==> src/logic/jesd_link_consts.svh <==
`ifndef JESD_LINK_CONSTS_SVH
`define JESD_LINK_CONSTS_SVH

// ==================================================================
// register offsets
`define ADDR_LINK_CONTROL 8'h00
`define ADDR_LINK_TEST_AND_LMFC_MASK 8'h02
`define ADDR_MULTIFRAME_COUNT_CONTROL 8'h03
`define ADDR_SCRAMBLER_CONTROL 8'h05
`define ADDR_FRAMES_PER_MULTIFRAME 8'h06
`define ADDR_LINK_SUBCLASS_SELECT 8'h07
`define ADDR_LINK_STATUS 8'h08

// ==================================================================
// field positions
`define K_OVERRIDE_BIT 7
`define TEST_SELECT_HI 7
`define TEST_SELECT_LO 5
`define DISPARITY_FLIP_BIT 4
`define RESET_MASK_BIT 3
`define FORCE_COUNT_BIT 7
`define START_VALUE_HI 6
`define START_VALUE_LO 2
`define RELEASE_DELAY_HI 1
`define RELEASE_DELAY_LO 0
`define SCRAMBLE_BIT 7
`define FRAMES_HI 4
`define FRAMES_LO 0
`define SUBCLASS_BIT 3
`define STATUS_STATE_HI 7
`define STATUS_STATE_LO 6
`define STATUS_COUNT_HI 4
`define STATUS_COUNT_LO 0

// ==================================================================
// reset values and counts
`define FRAMES_FIELD_RESET 5'h08
`define FRAMES_DEFAULT_MINUS_ONE 5'h04
`define SUBCLASS_RESET 1'h1
`define SYNC_END_COUNT 5'h1F
`define ILAS_MULTIFRAMES 2'h3
`define RPAT_LAST_OCTET 4'hB

`endif

==> src/logic/jesd_link_pkg.sv <==
package jesd_link_pkg;

    // link test selections
    typedef enum logic [2:0] {
        TEST_NORMAL = 3'h0,
        TEST_D21_5 = 3'h1,
        TEST_K28_5 = 3'h2,
        TEST_REPEAT_ILAS = 3'h3,
        TEST_RPAT = 3'h4
    } link_test_e;

    // link sequence, gray along sync -> release -> ilas -> data
    typedef enum logic [1:0] {
        ST_SYNC = 2'h0,
        ST_RELEASE = 2'h1,
        ST_ILAS = 2'h3,
        ST_DATA = 2'h2
    } link_state_e;

    // what the lanes carry
    typedef enum logic [2:0] {
        SRC_SAMPLES = 3'h0,
        SRC_D21_5 = 3'h1,
        SRC_K28_5 = 3'h2,
        SRC_ILAS = 3'h3,
        SRC_RPAT = 3'h4
    } lane_source_e;

endpackage : jesd_link_pkg

==> src/logic/multiframe_counter.sv <==
`timescale 1ns/100ps
`include "jesd_link_consts.svh"

module multiframe_counter (
    input wire logic ref_clk,
    input wire logic rst,
    input wire logic [4:0] frames_minus_one,
    input wire logic restart,
    input wire logic [4:0] start_value,
    output logic [4:0] frame_count,
    output logic [4:0] mf_count,
    output logic mf_end
);

    logic [4:0] frame_r;
    logic [4:0] mf_r;

    // ==================================================================
    // frame position inside the multiframe
    assign mf_end = (frame_r == frames_minus_one);
    assign frame_count = frame_r;
    assign mf_count = mf_r;

    always_ff @(posedge ref_clk) begin
        if (rst || restart) begin
            frame_r <= 5'h00;
        end else if (mf_end) begin
            frame_r <= 5'h00;
        end else begin
            frame_r <= frame_r + 5'h01;
        end
    end

    // multiframe count, restarts at the chosen start value
    always_ff @(posedge ref_clk) begin
        if (rst) begin
            mf_r <= 5'h00;
        end else if (restart) begin
            mf_r <= start_value;
        end else if (mf_end) begin
            mf_r <= mf_r + 5'h01;
        end
    end

endmodule : multiframe_counter

==> src/logic/link_sequencer.sv <==
`timescale 1ns/100ps
`include "jesd_link_consts.svh"

module link_sequencer
    import jesd_link_pkg::*;
(
    input wire logic ref_clk,
    input wire logic rst,
    input wire logic sync_req_n,
    input wire logic [4:0] mf_count,
    input wire logic mf_end,
    input wire logic [1:0] release_delay,
    input wire logic repeat_ilas,
    output link_state_e state
);

    link_state_e state_r;
    logic [1:0] wait_r;
    logic [1:0] ilas_r;

    assign state = state_r;

    // ==================================================================
    // sync characters, release wait, alignment, data
    always_ff @(posedge ref_clk) begin
        if (rst) begin
            state_r <= ST_SYNC;
            wait_r <= 2'h0;
            ilas_r <= 2'h0;
        end else if (!sync_req_n) begin
            state_r <= ST_SYNC;
            ilas_r <= 2'h0;
        end else begin
            case (state_r)
                ST_SYNC: begin
                    if (mf_end && mf_count == `SYNC_END_COUNT) begin
                        wait_r <= release_delay;
                        state_r <= (release_delay == 2'h0) ? ST_ILAS : ST_RELEASE;
                    end
                end
                ST_RELEASE: begin
                    if (mf_end) begin
                        wait_r <= wait_r - 2'h1;
                        if (wait_r == 2'h1) begin
                            state_r <= ST_ILAS;
                        end
                    end
                end
                ST_ILAS: begin
                    if (mf_end) begin
                        ilas_r <= ilas_r + 2'h1;
                        if (ilas_r == `ILAS_MULTIFRAMES && !repeat_ilas) begin
                            state_r <= ST_DATA;
                        end
                    end
                end
                default: begin
                    // data: repeat test sends the alignment again
                    if (repeat_ilas) begin
                        state_r <= ST_ILAS;
                    end
                end
            endcase
        end
    end

endmodule : link_sequencer

==> src/logic/jesd_link_layer_config.sv <==
// Strobed register access was left to the implementer.
`timescale 1ns/100ps
`include "jesd_link_consts.svh"

// Overview of operation
// - test field 000 samples, 001 D21.5, 010 K28.5; codes above 100 unused
// - code 011 sends K28.5 then repeats lane alignment sequence forever
// - code 100 sends the 12-octet random jitter pattern on each lane
// - disparity flip acts only when test code is 100
// - reset mask set ignores multiframe counter reset requests
// - force bit set restarts the counter at the programmed start value
// - SYSREF resets the multiframe counter to zero, or to the forced start value, in subclass 1 only
// - K28.5 stops at the end of the release delay after the multiframe whose count is 31
// - release field delays alignment by 0 to 3 multiframes after sync
// - scrambler bit enables scrambling, cleared at reset
// - frames field gives K as value plus one, resets to 8h
// - programmed K used only with override bit, else five frames
// - subclass bit selects subclass 0 or 1, resets to 1

module jesd_link_layer_config
    import jesd_link_pkg::*;
(
    input wire logic ref_clk,
    input wire logic rst,
    input wire logic [7:0] reg_addr,
    input wire logic [7:0] reg_wdata,
    input wire logic reg_wr,
    input wire logic reg_rd,
    output logic [7:0] reg_rdata,
    input wire logic sysref,
    input wire logic lmfc_reset_req,
    input wire logic sync_req_n,
    output lane_source_e lane_source,
    output logic [3:0] rpat_octet,
    output logic random_pattern_disparity_flip,
    output logic scramble_en,
    output logic [4:0] frames_minus_one,
    output logic subclass_one,
    output logic [4:0] mf_count,
    output logic mf_boundary
);

    // ==================================================================
    // software registers
    logic k_override_r;
    link_test_e link_test_select_r;
    logic disparity_flip_bit_r;
    logic multiframe_reset_mask_r;
    logic force_count_start_r;
    logic [4:0] multiframe_count_start_value_r;
    logic [1:0] alignment_release_delay_r;
    logic scramble_r;
    logic [4:0] frames_field_r;
    logic subclass_r;
    logic [7:0] rdata_r;

    // ==================================================================
    // block state
    logic sysref_d_r;
    logic sysref_rise;
    logic restart;
    logic [4:0] start_value;
    logic [4:0] k_minus_one;
    logic [4:0] frame_count;
    logic [4:0] mf_count_now;
    logic mf_end;
    link_state_e state;
    logic repeat_ilas;
    lane_source_e source_nxt;
    lane_source_e source_r;
    logic [3:0] rpat_r;
    logic flip_r;
    logic scramble_out_r;
    logic [4:0] k_out_r;
    logic subclass_out_r;
    logic [4:0] mf_count_r;
    logic boundary_r;

    // ==================================================================
    // register writes; reserved bits are not stored
    always_ff @(posedge ref_clk) begin
        if (rst) begin
            k_override_r <= 1'h0;
        end else if (reg_wr && reg_addr == `ADDR_LINK_CONTROL) begin
            k_override_r <= reg_wdata[`K_OVERRIDE_BIT];
        end
    end

    // test select, disparity flip and reset mask
    always_ff @(posedge ref_clk) begin
        if (rst) begin
            link_test_select_r <= TEST_NORMAL;
            disparity_flip_bit_r <= 1'h0;
            multiframe_reset_mask_r <= 1'h0;
        end else if (reg_wr && reg_addr == `ADDR_LINK_TEST_AND_LMFC_MASK) begin
            link_test_select_r <= link_test_e'(reg_wdata[`TEST_SELECT_HI:`TEST_SELECT_LO]);
            disparity_flip_bit_r <= reg_wdata[`DISPARITY_FLIP_BIT];
            multiframe_reset_mask_r <= reg_wdata[`RESET_MASK_BIT];
        end
    end

    // counter start control and alignment release delay
    always_ff @(posedge ref_clk) begin
        if (rst) begin
            force_count_start_r <= 1'h0;
            multiframe_count_start_value_r <= 5'h00;
            alignment_release_delay_r <= 2'h0;
        end else if (reg_wr && reg_addr == `ADDR_MULTIFRAME_COUNT_CONTROL) begin
            force_count_start_r <= reg_wdata[`FORCE_COUNT_BIT];
            multiframe_count_start_value_r <= reg_wdata[`START_VALUE_HI:`START_VALUE_LO];
            alignment_release_delay_r <= reg_wdata[`RELEASE_DELAY_HI:`RELEASE_DELAY_LO];
        end
    end

    // scrambler enable
    always_ff @(posedge ref_clk) begin
        if (rst) begin
            scramble_r <= 1'h0;
        end else if (reg_wr && reg_addr == `ADDR_SCRAMBLER_CONTROL) begin
            scramble_r <= reg_wdata[`SCRAMBLE_BIT];
        end
    end

    // frames per multiframe field
    always_ff @(posedge ref_clk) begin
        if (rst) begin
            frames_field_r <= `FRAMES_FIELD_RESET;
        end else if (reg_wr && reg_addr == `ADDR_FRAMES_PER_MULTIFRAME) begin
            frames_field_r <= reg_wdata[`FRAMES_HI:`FRAMES_LO];
        end
    end

    // subclass select
    always_ff @(posedge ref_clk) begin
        if (rst) begin
            subclass_r <= `SUBCLASS_RESET;
        end else if (reg_wr && reg_addr == `ADDR_LINK_SUBCLASS_SELECT) begin
            subclass_r <= reg_wdata[`SUBCLASS_BIT];
        end
    end

    // ==================================================================
    // read data, one cycle after the strobe; reserved bits read zero
    always_ff @(posedge ref_clk) begin
        if (rst) begin
            rdata_r <= 8'h00;
        end else if (reg_rd) begin
            if (reg_addr == `ADDR_LINK_CONTROL) begin
                rdata_r <= {k_override_r, 7'h00};
            end else if (reg_addr == `ADDR_LINK_TEST_AND_LMFC_MASK) begin
                rdata_r <= {link_test_select_r, disparity_flip_bit_r,
                            multiframe_reset_mask_r, 3'h0};
            end else if (reg_addr == `ADDR_MULTIFRAME_COUNT_CONTROL) begin
                rdata_r <= {force_count_start_r, multiframe_count_start_value_r,
                            alignment_release_delay_r};
            end else if (reg_addr == `ADDR_SCRAMBLER_CONTROL) begin
                rdata_r <= {scramble_r, 7'h00};
            end else if (reg_addr == `ADDR_FRAMES_PER_MULTIFRAME) begin
                rdata_r <= {3'h0, frames_field_r};
            end else if (reg_addr == `ADDR_LINK_SUBCLASS_SELECT) begin
                rdata_r <= {4'h0, subclass_r, 3'h0};
            end else if (reg_addr == `ADDR_LINK_STATUS) begin
                rdata_r <= {state, 1'h0, mf_count_now};
            end else begin
                rdata_r <= 8'h00; // unmapped
            end
        end else begin
            rdata_r <= 8'h00;
        end
    end

    // ==================================================================
    // sysref edge; counter restart requests pass the mask
    always_ff @(posedge ref_clk) begin
        if (rst) begin
            sysref_d_r <= 1'h0;
        end else begin
            sysref_d_r <= sysref;
        end
    end

    assign sysref_rise = sysref && !sysref_d_r;
    assign restart = !multiframe_reset_mask_r
                     && ((sysref_rise && subclass_r) || lmfc_reset_req);

    // start value applies only with the force bit
    assign start_value = force_count_start_r ? multiframe_count_start_value_r
                                             : 5'h00;

    // effective multiframe length
    assign k_minus_one = k_override_r ? frames_field_r
                                      : `FRAMES_DEFAULT_MINUS_ONE;

    // ==================================================================
    // local multiframe counter
    multiframe_counter u_counter (
        .ref_clk(ref_clk),
        .rst(rst),
        .frames_minus_one(k_minus_one),
        .restart(restart),
        .start_value(start_value),
        .frame_count(frame_count),
        .mf_count(mf_count_now),
        .mf_end(mf_end)
    );

    // ==================================================================
    // sync, release and alignment sequence
    assign repeat_ilas = (link_test_select_r == TEST_REPEAT_ILAS);

    link_sequencer u_sequencer (
        .ref_clk(ref_clk),
        .rst(rst),
        .sync_req_n(sync_req_n),
        .mf_count(mf_count_now),
        .mf_end(mf_end),
        .release_delay(alignment_release_delay_r),
        .repeat_ilas(repeat_ilas),
        .state(state)
    );

    // ==================================================================
    // lane payload choice
    always_comb begin
        case (link_test_select_r)
            TEST_D21_5: source_nxt = SRC_D21_5;
            TEST_K28_5: source_nxt = SRC_K28_5;
            TEST_RPAT: source_nxt = SRC_RPAT;
            default: begin
                // normal, repeat and unused codes follow the sequence
                case (state)
                    ST_ILAS: source_nxt = SRC_ILAS;
                    ST_DATA: source_nxt = SRC_SAMPLES;
                    default: source_nxt = SRC_K28_5;
                endcase
            end
        endcase
    end

    always_ff @(posedge ref_clk) begin
        if (rst) begin
            source_r <= SRC_K28_5;
        end else begin
            source_r <= source_nxt;
        end
    end

    // random pattern octet index, wraps after twelve octets
    always_ff @(posedge ref_clk) begin
        if (rst || source_nxt != SRC_RPAT) begin
            rpat_r <= 4'h0;
        end else if (source_r == SRC_RPAT) begin
            rpat_r <= (rpat_r == `RPAT_LAST_OCTET) ? 4'h0 : rpat_r + 4'h1;
        end
    end

    // disparity flip only in the random pattern test
    always_ff @(posedge ref_clk) begin
        if (rst) begin
            flip_r <= 1'h0;
        end else begin
            flip_r <= disparity_flip_bit_r && link_test_select_r == TEST_RPAT;
        end
    end

    // ==================================================================
    // link configuration outputs
    always_ff @(posedge ref_clk) begin
        if (rst) begin
            scramble_out_r <= 1'h0;
            k_out_r <= `FRAMES_DEFAULT_MINUS_ONE;
            subclass_out_r <= `SUBCLASS_RESET;
        end else begin
            scramble_out_r <= scramble_r;
            k_out_r <= k_minus_one;
            subclass_out_r <= subclass_r;
        end
    end

    // counter view for the framer
    always_ff @(posedge ref_clk) begin
        if (rst) begin
            mf_count_r <= 5'h00;
            boundary_r <= 1'h0;
        end else begin
            mf_count_r <= mf_count_now;
            boundary_r <= mf_end && !restart;
        end
    end

    assign reg_rdata = rdata_r;
    assign lane_source = source_r;
    assign rpat_octet = rpat_r;
    assign random_pattern_disparity_flip = flip_r;
    assign scramble_en = scramble_out_r;
    assign frames_minus_one = k_out_r;
    assign subclass_one = subclass_out_r;
    assign mf_count = mf_count_r;
    assign mf_boundary = boundary_r;

endmodule : jesd_link_layer_config

==> config.mk <==
export PLATFORM = sky130hd
export DESIGN_NAME = jesd_link_layer_config
export DESIGN_NICKNAME = d
export VERILOG_FILES = /design/src/logic/jesd_link_pkg.sv /design/src/logic/multiframe_counter.sv /design/src/logic/link_sequencer.sv /design/src/logic/jesd_link_layer_config.sv
export VERILOG_INCLUDE_DIRS = /design/src /design/src/logic
export SDC_FILE = /design/constraint.sdc
export NUM_CORES = 1
export LEC_CHECK = 0
export CAP_MARGIN = 15
export CELL_PAD_IN_SITES_DETAIL_PLACEMENT = 1
export CELL_PAD_IN_SITES_GLOBAL_PLACEMENT = 2
export CORE_MARGIN = 5
export CORE_UTILIZATION = 38
export DETAILED_ROUTE_END_ITERATION = 8
export DONT_BUFFER_PORTS = 1
export PLACE_DENSITY_LB_ADDON = 0.05
export SKIP_CTS_REPAIR_TIMING = 1
export SYNTH_ARGS = -nofsm -noshare
export SYNTH_HDL_FRONTEND = slang
export SYNTH_HIERARCHICAL = 1
export SYNTH_SLANG_ARGS = --single-unit
==> constraint.sdc <==
create_clock -name ref_clk -period 2.7 [get_ports ref_clk]
set_input_delay 0.135 -clock ref_clk [delete_from_list [all_inputs] [get_ports ref_clk]]
set_output_delay 0.135 -clock ref_clk [all_outputs]
set_load 0.005 [all_outputs]
After elaboration in Yosys (flattened, before gate mapping)
Cells that the tools add are included.
{"block": "word_totals", "reg_bits": 67, "in_bits": 23, "out_inout_bits": 29, "word_cells": 118}
{"block": "classes", "add_sub_neg": 5, "n_eq_ne": 25, "muxes": 25, "bitwise_logic": 2, "n_reduce_logical": 34}
{"cell": "8-bit two-way mux", "count": 7}
{"cell": "8-bit by 3-bit equality test with 1-bit output, second input constant", "count": 3}
{"cell": "5-bit two-way mux", "count": 4}
{"cell": "2-bit two-way mux", "count": 9}
{"cell": "8-bit by 2-bit equality test with 1-bit output, second input constant", "count": 2}
{"cell": "1-bit logical AND", "count": 13}
{"cell": "5-bit by 1-bit adder with 5-bit output, second input constant", "count": 2}
{"cell": "3-bit case mux with 3 select lines", "count": 1}
{"cell": "8-bit by 4-bit equality test with 1-bit output, second input constant", "count": 1}
{"cell": "8-bit zero test", "count": 1}
{"cell": "2-bit case mux with 2 select lines", "count": 2}
{"cell": "2-bit equality test, second input constant", "count": 3}
{"cell": "3-bit by 2-bit equality test with 1-bit output, second input constant", "count": 2}
{"cell": "3-bit equality test, second input constant", "count": 2}
{"cell": "2-bit by 1-bit != test with 1-bit output, second input constant", "count": 3}
{"cell": "2-bit case mux with 3 select lines", "count": 1}
{"cell": "6-bit AND reduction", "count": 1}
{"cell": "2-bit OR reduction", "count": 3}
{"cell": "5-bit equality test", "count": 1}
{"cell": "5-bit equality test, second input constant", "count": 1}
{"cell": "4-bit by 1-bit adder with 4-bit output, second input constant", "count": 1}
{"cell": "2-bit by 1-bit equality test with 1-bit output, second input constant", "count": 2}
{"cell": "4-bit equality test, second input constant", "count": 1}
{"cell": "1-bit zero test", "count": 4}
{"cell": "15 further kinds", "count": 21}

Depth between registers and ports, before layout
Gate-level depths: netlist of the first run.
{"block": "logic_depth", "word_depth": 8, "ltp_mapped": 9}

Modules after synthesis
Netlist of the first run, hierarchy kept.
{"module": "jesd_link_layer_config", "n_inst": 1, "cells_per_inst": 247, "area_each_um2": 2229.6}
{"module": "multiframe_counter", "n_inst": 1, "cells_per_inst": 65, "area_each_um2": 570.5}
{"module": "link_sequencer", "n_inst": 1, "cells_per_inst": 46, "area_each_um2": 421.7}

Worst setup path after synthesis of the first run
OpenSTA, ideal clock, no wires.
{"block": "synth_timing", "kind": "register to register", "startpoint": "reg k_override_r", "endpoint": "reg u_sequencer.state_r[1], in the netlist u_sequencer/state[1]", "arrival_time_ps": 1793, "required_ps": 2573, "setup_slack_ps": 780, "stages_incl_launch_ff": 10, "n_path_buf": 0, "period_less_slack_ps": 1920, "cell_sequence": "dfxtp_1 -> and2_1 -> xnor2_1 -> and3_2 -> nand2_1 -> inv_1 -> nand2_1 -> a221oi_2 -> and2_2 -> a211oi_2"}
{"block": "synth_via", "elab_chain_len": 5, "word_cells_on_any_way": 7}
{"item": "start, declared", "line": "jesd_link_layer_config.sv:45", "text": "logic k_override_r;"}
{"item": "start signal, assigned", "line": "jesd_link_layer_config.sv:85", "text": "k_override_r <= reg_wdata[`K_OVERRIDE_BIT];"}
{"item": "5-bit two-way mux (no source line) (*)"}
{"item": "via k_minus_one[4]", "line": "jesd_link_layer_config.sv:63", "text": "logic [4:0] k_minus_one;"}
{"item": "5-bit equality test (*)", "line": "multiframe_counter.sv:20", "text": "assign mf_end = (frame_r == frames_minus_one);"}
{"item": "via mf_end", "line": "jesd_link_layer_config.sv:66", "text": "logic mf_end;"}
{"item": "1-bit logical AND (no source line)"}
{"item": "2-bit by 1-bit != test with 1-bit output (no source line)"}
{"item": "6-bit AND reduction (no source line) (*)"}
{"item": "end signal, assigned", "line": "link_sequencer.sv:38", "text": "state_r <= (release_delay == 2'h0) ? ST_ILAS : ST_RELEASE;"}
{"item": "end, declared", "line": "link_sequencer.sv:17", "text": "link_state_e state_r;"}
The timed path passes the listed nets; every way through them passes the cells marked *.
A chain may end at the register's enable or synchronous reset.

Worst setup path in the final report of the first run
{"block": "layout_timing", "startpoint": "in reg_addr[5]", "endpoint": "reg k_override_r"}
{"block": "layout_via", "elab_chain_len": 2}
{"item": "start, declared", "line": "jesd_link_layer_config.sv:25", "text": "input wire logic [7:0] reg_addr,"}
{"item": "8-bit zero test (no source line)"}
{"item": "1-bit logical AND (no source line)"}
Every way passes these cells.

==> impl_metrics.csv, run 1 <==
group,metric,value,unit
floorplan,start_util,39.0,%
worst_setup_path,path_class,"in -> reg",
timing,rsz0062_at_grt,"no",
worst_setup_path,required,2.99,ns
route,drtPass1Iterations,4,
logic_synthesis,synth_edf_count,0,
clock_network,cts_num_sinks,67,
placed_design,gp_congestion,0.778,
worst_setup_path,critPathSlowestCell,"or4_4",
route,via_per_inst,5.50,
worst_setup_path,crit_chain,"or4_4, nor4b_1, buf_4, nand3_1, dlygate4sd3_1, a21oi_1, dlygate4sd3_1",
logic_synthesis,ys_types,60,
clock_network,insertion_delay,0.34,ns
worst_setup_path,cp-end-kind,"flop",
worst_hold_path,hold_depth,2,
timing,relSlewSlack,68.9,%
grt,grt_max_degree,50,
timing,slew_viol_final,0,
logic_synthesis,ys_ff_latch,67,
floorplan,die_w,102,um
job,cap_violations,0,
grt,grt_antenna_before_repair,0,
logic_synthesis,synth_mux_area_share,3.73,%
timing,min_period,2.30,ns
route,wl,9460,um
worst_setup_path,timing.critical_path.buf_inv,3,
route,post_drt_wl_per_cell,19.5,um
worst_setup_path,reg2reg_depth,9,
grt,grt_pass1_vias,2814,
floorplan,core,0.00826,mm^2
logic_synthesis,synthAdderAreaFrac,3.50,%
floorplan,fp.dieArea,0.0104,mm^2
logic_synthesis,synthesis.area,0.00322,mm^2
logic_synthesis,synth_nets,390,
route,drt_iter0_markers,68,
layout,fin_nets,409,
clock_network,clk_path_buf_depth,2,
logic_synthesis,synth_warnings,6,
grt,grt_pass1_wl,15000,um
status,status,"finished clean",
route,drc,0,
logic_synthesis,netlist_instances,358,
route,vias,2672,
placed_design,placed_cell_area,0.00331,mm^2
layout,n_fill_cell,973,
pwr,irDropWorstVdd,0.200,mV
timing,post-route-period-util,85.3,%
logic_synthesis,synth_sequential_area_ratio,41.6,%
timing,setup_violations,0,
logic_synthesis,ys_top_cells_by_count,"67 x dfxtp_1, 37 x nor2_1, 32 x nand2_1",
clock_network,cts_tree,"done",
clock_network,htreeDepth,3,
logic_synthesis,netlist.area_leader.share,41.6,%
clock_network,cts-root-buf,"clkbuf_8",
clock_network,clk_pin_slew_worst_paths,0.07,ns
floorplan,fp.dieH,102,um
worst_setup_path,max_stage_delay,0.63,ns
worst_setup_path,crit_arrival,2.59,ns
logic_synthesis,synthXorXnorAreaFrac,3.22,%
placed_design,port_buffers,0,
placed_design,dp_hpwl,6500,um
worst_hold_path,min_path_type,"in -> reg",
logic_synthesis,synth_top_family_by_area,"simple AND/OR/NAND/NOR gates",
timing,hold_violations,0,
pwr,static-leakage-power,1.32,nW
logic_synthesis,syn_area_per_cell,9.00,um^2
grt,groute.usage.overall,18.8,%
logic_synthesis,synthArstFlopShare,0,%
timing,tns,0,ns
timing,max_freq,434,MHz
worst_setup_path,crit_path_start_kind,"input pin",
pwr,p_per_area,520,mW/mm^2
logic_synthesis,ys.flop_type,"dfxtp_1",
logic_synthesis,yosysMostFrequentCell,"dfxtp_1",
logic_synthesis,synth.area.top_cells,"dfxtp_1 42%, nor2_1 4.3%, mux2i_1 3.7%",
clock_network,cts-buffers-inserted,9,
logic_synthesis,synth_compound_area_share,15.1,%
layout,final_cell_area,0.00370,mm^2
worst_setup_path,path_max_fanout,8,
timing,tightest_slew,0.460,ns
logic_synthesis,synthSimpleGateAreaFrac,28.8,%
worst_setup_path,crit_top_cell,"dlygate4sd3_1",
layout,area_growth,14.9,%
grt,grt_remaining_overflow,0,
floorplan,io_pins,52,
floorplan,rows,33,
layout,diodes,0,
worst_setup_path,cp.depth,7,
route,ant_nets,0,
worst_setup_path,crit_family,"buffers and inverters",
timing,skew,0.00800,ns
logic_synthesis,yosysTopAreaCell,"dfxtp_1",
layout,drive_above_1_share,9.97,%
## per-stage QoR
stage,utilization (%),total power [mW],std cells,hold slack (ns),setup WS (ns)
5_1_grt,44.8,2.02,486,0.0160,0.153
6_report,44.8,1.92,486,0.00435,0.396
3_3_place_gp,40.0,1.07,452,0.213,0.583
4_1_cts,42.4,1.93,467,-0.159,0.418
2_1_floorplan,-,1.07,358,0.207,0.780
3_5_place_dp,40.0,1.07,452,0.215,0.480
## report_power, final
part	total, mW	switching (mW)	internal, mW
sequential	0.996	0.00435	0.991
clock	0.847	0.375	0.472
combinational	0.0824	0.0479	0.0345
total	1.92	0.427	1.50
## metal layers
| layer | wire [um] | global-route usage [%] |
|---|---|---|
| met1 | 4660 | 25.5 |
| met2 | 4370 | 29.4 |
| met3 | 336 | 4.30 |
| met4 | 92 | 6.36 |
| met5 | 0 | 0 |
## worst paths after layout
| path | slack [ns] | start | endpoint |
|---|---|---|---|
| max reg2reg | 0.41 | k_override_r | u_sequencer/state[1] |
| min | 0.004 | reg_addr[1] | reg_rdata[4] |
| max | 0.40 | reg_addr[5] | k_override_r |
| min reg2reg | 0.46 | u_sequencer/ilas_r[1] | u_sequencer/ilas_r[1] |
## worst reg2reg max path, delay by kind of cell (launching register included)
kind,cells,cell delay [ns]
buffers and inverters,1,0.24
flip-flops,1,0.47
AO/OA/AOI/OAI,3,0.66
AND/OR/NAND/NOR,4,0.68
XOR/XNOR,1,0.16
## cell families (layout without fill, tap and decap cells)
family,after synthesis,in the layout
compound gates,67,67
xor+xnor,11,11
fa+ha+maj,9,9
buf+inv,29,52
flops,67,67
mux,12,12
simple gates,163,163
## final cells by class
class | count | area [um^2] | area share (%)
Multi-Input combinational cell | 262 | 1750 | 47.3
Tap cell | 105 | 131 | 3.55
Sequential cell | 67 | 1340 | 36.2
Clock inverter | 2 | 35.0 | 0.947
Clock buffer | 13 | 159 | 4.29
Timing Repair Buffer | 23 | 230 | 6.22
Inverter | 14 | 52.6 | 1.42
## flip-flops by register name, indices dropped and copies added (netlist names), 2 cells and up
name                            count
link_test_select_r                  3
mf_count                            5
lane_source                         3
rpat_octet                          4
reg_rdata                           8
u_sequencer/state                   2
u_counter/mf_count                  5
u_counter/frame_count               5
frames_field_r                      5
multiframe_count_start_value_r      5
u_sequencer/ilas_r                  2
alignment_release_delay_r           2
frames_minus_one                    5
u_sequencer/wait_r                  2
## placed cells by master (no fill, tap or decap), drive strengths merged, types with 3 or more instances in the layout
master and instances:
dfxtp 67, nor2 38, nand2 32, a21oi 21, dlygate4sd3 18, and2 18
nand3 17, inv 14, clkbuf 13, mux2i 12, nor2b 11, ha 9
o21ai 9, nand2b 7, nor3 7, xnor2 7, nand4 6, nor3b 5
buf 5, a32o 4, o211ai 4, or3 4, xor2 4, and3 4
a211oi 4, a22o 3, a22oi 3, a311oi 3, nor4b 3, nor4 3
a221oi 3
Power figures use the tool's default switching activity.
==> run 2: changes to the inputs <==
- ABC_AREA: not set -> 1
- CORE_UTILIZATION: 38 -> 35
==> run 2 against run 1 <==
  * Via count rose by 6.2%
  * Combinational power rose by 17%
  * Global-route usage fell by 2.1 points
  * Fmax rose by 16%
  * Synthesized cell count rose by 27%
  * Largest cell class unchanged
  * Critical endpoint is now u_sequencer/state[0]
  * Cell count rose by 20%
  * Area after synthesis rose by 0.93%
  * Critical path depth rose by 9
==> impl_metrics.csv, run 2 <==
group,metric,value,unit
layout,drive_above_1_share,11.8,%
worst_hold_path,min_path_type,"in -> reg",
clock_network,cts-root-buf,"clkbuf_8",
timing,post-route-period-util,73.8,%
clock_network,insertion_delay,0.34,ns
clock_network,cts_tree,"done",
floorplan,die_w,106,um
floorplan,fp.dieH,106,um
route,drt_iter0_markers,79,
timing,max_freq,502,MHz
logic_synthesis,synth_nets,488,
floorplan,io_pins,52,
grt,grt_remaining_overflow,0,
timing,hold_violations,0,
logic_synthesis,synth_edf_count,0,
logic_synthesis,yosysTopAreaCell,"dfxtp_1",
worst_setup_path,required,2.97,ns
logic_synthesis,synthArstFlopShare,0,%
grt,grt_pass1_wl,14700,um
logic_synthesis,syn_area_per_cell,7.13,um^2
timing,skew,0.00681,ns
route,ant_nets,0,
logic_synthesis,synth_warnings,6,
timing,setup_violations,0,
logic_synthesis,netlist.area_leader.share,41.2,%
timing,tns,0,ns
worst_setup_path,path_max_fanout,8,
logic_synthesis,synthesis.area,0.00325,mm^2
logic_synthesis,ys_top_cells_by_count,"85 x nand2_1, 68 x inv_1, 67 x dfxtp_1",
floorplan,start_util,35.5,%
timing,relSlewSlack,40.7,%
logic_synthesis,ys_ff_latch,67,
timing,worst_slack,0.706,ns
pwr,irDropWorstVdd,0.224,mV
placed_design,port_buffers,0,
pwr,p_per_area,534,mW/mm^2
logic_synthesis,yosysMostFrequentCell,"nand2_1",
clock_network,cts-buffers-inserted,9,
route,drc,0,
status,status,"finished clean",
route,post_drt_wl_per_cell,15.4,um
timing,slew_viol_final,0,
worst_setup_path,crit_arrival,2.27,ns
layout,fin_nets,502,
layout,largest_register_ffs,8,
clock_network,clk_path_buf_depth,2,
grt,groute.usage.overall,16.7,%
placed_design,dp_hpwl,6840,um
worst_setup_path,crit_path_start_kind,"flop",
layout,area_growth,11.9,%
route,wl,8990,um
floorplan,fp.dieArea,0.0113,mm^2
logic_synthesis,netlist_instances,456,
timing,min_period,1.99,ns
placed_design,dp_slack,0.699,ns
floorplan,rows,35,
worst_setup_path,cp-end-kind,"flop",
logic_synthesis,synth.area.top_cells,"dfxtp_1 41%, nand2_1 9.8%, inv_1 7.8%",
logic_synthesis,ys.flop_type,"dfxtp_1",
worst_setup_path,path_class,"reg -> reg",
layout,diodes,0,
logic_synthesis,synth_sequential_area_ratio,41.2,%
placed_design,gp_congestion,0.776,
job,cap_violations,0,
floorplan,core,0.00915,mm^2
layout,final_cell_mix,"85 x nand2_1, 68 x inv_1, 67 x dfxtp_1",
grt,grt_pass1_vias,2920,
grt,grt_antenna_before_repair,0,
grt,grt_max_degree,25,
route,drtPass1Iterations,4,
layout,layout_commonest_cell,"nand2_1",
clock_network,clk_pin_slew_worst_paths,0.07,ns
pwr,static-leakage-power,1.63,nW
clock_network,htreeDepth,3,
timing,rsz0062_at_grt,"no",
route,vias,2838,
route,via_per_inst,4.85,
logic_synthesis,ys_types,32,
pwr,finalPower,1.94,mW
timing,tightest_slew,0.886,ns
layout,n_fill_cell,1157,
clock_network,cts_num_sinks,67,
## run 2: cell count changes after synthesis, moves of 5 or more
cell,change
o21ai_1,+19
nand2_1,+53
clkbuf_1,-6
inv_1,+54
nor3b_1,-5
mux2i_1,-11
nor2_2,+5
nand3_1,+21
nor2b_1,-11
nand2b_1,-7
nor2_1,+25
inv_2,+11
and2_1,-17
nand2_2,+8
## run 2: per-stage QoR
step | instance area [um^2] | std cells | utilization [%] | hold WS (ns)
finish | 3640 | 585 | 39.8 | 0.00777
global route | 3640 | 585 | 39.8 | 0.000739
CTS | 3530 | 574 | 38.6 | -0.166
detailed placement | 3340 | 559 | 36.4 | 0.205
global placement | 3340 | 559 | 36.4 | 0.204
floorplan | 3250 | 456 | - | 0.197
## run 2: worst paths after layout
path	startpoint	end	slack (ns)	depth (start not counted)
worst max register to register	k_override_r	u_sequencer/state[0]	0.71	16
worst min-delay path	reg_wr	k_override_r	0.008	3
worst min register to register	scramble_r	scramble_en	0.47	2
worst max-delay path	k_override_r	u_sequencer/state[0]	0.71	16
## run 2: cell families after synthesis
group                    count (synthesis)  share of synthesized area, %
XOR/XNOR                                 3                         0.808
AND/OR/NAND/NOR                        223                          32.4
buffers and inverters                   90                          11.3
adder cells (fa/ha/maj)                  9                          3.46
AO/OA/AOI/OAI                           63                          10.5
multiplexers                             1                         0.308
flip-flops                              67                          41.2
## run 2: critical path, cell delays in order (launching register included)
cell	delay, ns
dfxtp_1	0.47
nand2_1	0.12
inv_1	0.09
inv_1	0.05
nand2_1	0.05
nand2_1	0.06
nor2_2	0.14
nand3_4	0.11
inv_1	0.18
nand2_1	0.07
nor2_1	0.09
nand2_1	0.07
nand2_2	0.11
nand3_1	0.10
nand2_1	0.08
inv_1	0.04
nor2_1	0.09
## run 2: area by class of cell
type | count | area [um^2] | share of cell area, %
clock inverter | 2 | 35.0 | 0.963
sequential | 67 | 1340 | 36.9
clock buffer | 13 | 159 | 4.37
multi-input combinational | 299 | 1540 | 42.4
tap | 111 | 139 | 3.82
inverter | 81 | 304 | 8.35
timing repair buffer | 12 | 118 | 3.23
## run 2: power by group
part / switching (mW) / internal [mW]
Clock: 0.375 / 0.472
Sequential: 0.00668 / 0.993
Combinational: 0.0650 / 0.0311
## run 2: routing by layer
layer  global-route usage, %  wire [um]  share of wire [%]
met1                    22.2       4550                 51
met2                    26.6       4110                 46
met3                    3.83        226                2.5
met4                    5.64        102                1.1
met5                       0          0                  0
==> run 3: changes to the inputs <==
- clock period: 2.7 -> 2.1 ns (I/O delays scaled with it)
==> run 3 against run 2 <==
  * Largest cell class unchanged
  * Largest power group unchanged
  * Via count is 0.39% higher
  * Register-to-register slack worse by 0.43 ns
  * Highest routed layer is now met5
  * Clock skew hardly changed
  * Critical endpoint is now u_sequencer/wait_r[0]
==> impl_metrics.csv, run 3 (same netlist as run 2, synthesis figures left out) <==
group,metric,value,unit
status,status,"finished clean",
grt,met1_usage,22.3,%
clock_network,cts-buffers-inserted,9,
grt,grt_use_met2,26.4,%
timing,relSlewSlack,40.3,%
layout,drive_above_1_share,12.7,%
floorplan,io_pins,52,
route,drc,0,
clock_network,cts_num_sinks,67,
worst_setup_path,required,2.28,ns
pwr,irDropWorstVdd,0.296,mV
layout,layout_commonest_cell,"nand2_1",
grt,use_met3,4.31,%
layout,fin_nets,506,
layout,area_growth,13.1,%
placed_design,port_buffers,0,
worst_setup_path,crit_arrival,2.00,ns
clock_network,cts_tree,"done",
clock_network,clk_path_buf_depth,2,
floorplan,die_w,106,um
route,drt_iter0_markers,59,
timing,skew,0.00713,ns
job,cap_violations,0,
timing,max_freq,548,MHz
timing,rsz0062_at_grt,"no",
timing,post-route-period-util,86.8,%
route,post_drt_wl_per_cell,15.4,um
route,drtPass1Iterations,4,
placed_design,gp_congestion,0.778,
timing,tns,0,ns
timing,tightest_slew,0.893,ns
clock_network,insertion_delay,0.34,ns
worst_setup_path,reg2reg_from,"k_override_r",
worst_setup_path,path_max_fanout,8,
route,ant_nets,0,
floorplan,core,0.00915,mm^2
layout,diodes,0,
pwr,p_per_area,678,mW/mm^2
worst_setup_path,startpoint,"k_override_r",
floorplan,fp.dieArea,0.0113,mm^2
timing,setup_violations,0,
timing,whs,0.0766,ns
grt,grt_remaining_overflow,0,
clock_network,clk_pin_slew_worst_paths,0.07,ns
worst_setup_path,cp-end-kind,"flop",
route,wl,9070,um
floorplan,rows,35,
worst_setup_path,path_class,"reg -> reg",
clock_network,cts-root-buf,"clkbuf_8",
route,via_per_inst,4.83,
grt,grt_max_degree,25,
timing,min_period,1.82,ns
floorplan,start_util,35.5,%
placed_design,dp_hpwl,6800,um
layout,final_cell_mix,"85 x nand2_1, 67 x inv_1, 66 x dfxtp_1",
worst_hold_path,worstHoldStart,"sync_req_n",
timing,slew_viol_final,0,
timing,hold_violations,0,
grt,grt_pass1_vias,2807,
route,vias,2849,
floorplan,fp.dieH,106,um
worst_setup_path,crit_path_start_kind,"flop",
grt,grt-busiest-layer,"met2",
grt,grt_antenna_before_repair,1,
worst_hold_path,min_path_type,"in -> reg",
clock_network,htreeDepth,3,
grt,grt_pass1_wl,14600,um
pwr,static-leakage-power,1.65,nW
layout,largest_register_ffs,8,
grt,groute.usage.overall,16.7,%
[run 3: stage by stage]
step | util [%] | instances | instance area, um^2 | power (mW) | setup slack, ns
after detailed placement | 36.5 | 560 | 3340 | 1.41 | 0.122
after global routing | 40.2 | 590 | 3680 | 2.60 | 0.0413
final | 40.2 | 590 | 3680 | 2.49 | 0.277
after global placement | 36.5 | 560 | 3340 | 1.41 | 0.261
after CTS | 38.6 | 576 | 3540 | 2.50 | 0.102
after floorplan | - | 456 | 3250 | 1.40 | 0.330
[run 3: final timing paths]
path	to	slack, ns	cells past startpoint
max reg2reg	u_sequencer/wait_r[0]	0.28	15
max	u_sequencer/wait_r[0]	0.28	15
min	u_sequencer/state[0]	0.08	4
min reg2reg	scramble_en	0.45	2
[run 3: worst max-delay path, stage by stage, from the launching register on]
cell	delay (ns)
dfxtp_2	0.41
nand2_1	0.09
inv_1	0.08
inv_1	0.04
nand2_1	0.05
nand2_1	0.06
nor2_2	0.15
nand3_4	0.12
inv_2	0.12
nand2_1	0.06
nor2_1	0.09
nand2_1	0.08
nand2_2	0.11
nand2_1	0.08
nand2_1	0.06
a21oi_1	0.07
[run 3: final cells by class]
| type | instances | area (um^2) |
|---|---|---|
| clock buffer | 11 | 141 |
| tap | 111 | 139 |
| inverter | 81 | 304 |
| sequential | 67 | 1340 |
| clock inverter | 5 | 52.6 |
| timing repair buffer | 16 | 155 |
| multi-input combinational | 299 | 1540 |
| fill | 1176 | 5470 |
[run 3: routing by layer]
metal | routed length [um] | share of wire (%)
met5 | 13 | 0.14
met4 | 99 | 1.1
met3 | 335 | 3.7
met2 | 4110 | 45
met1 | 4510 | 50
[run 3: power by group]
group	leakage [nW]	total, mW	internal, mW	switching, mW
logic	1.01	0.129	0.0436	0.0856
registers	0.541	1.29	1.28	0.00865
clock network	0.0991	1.08	0.575	0.503
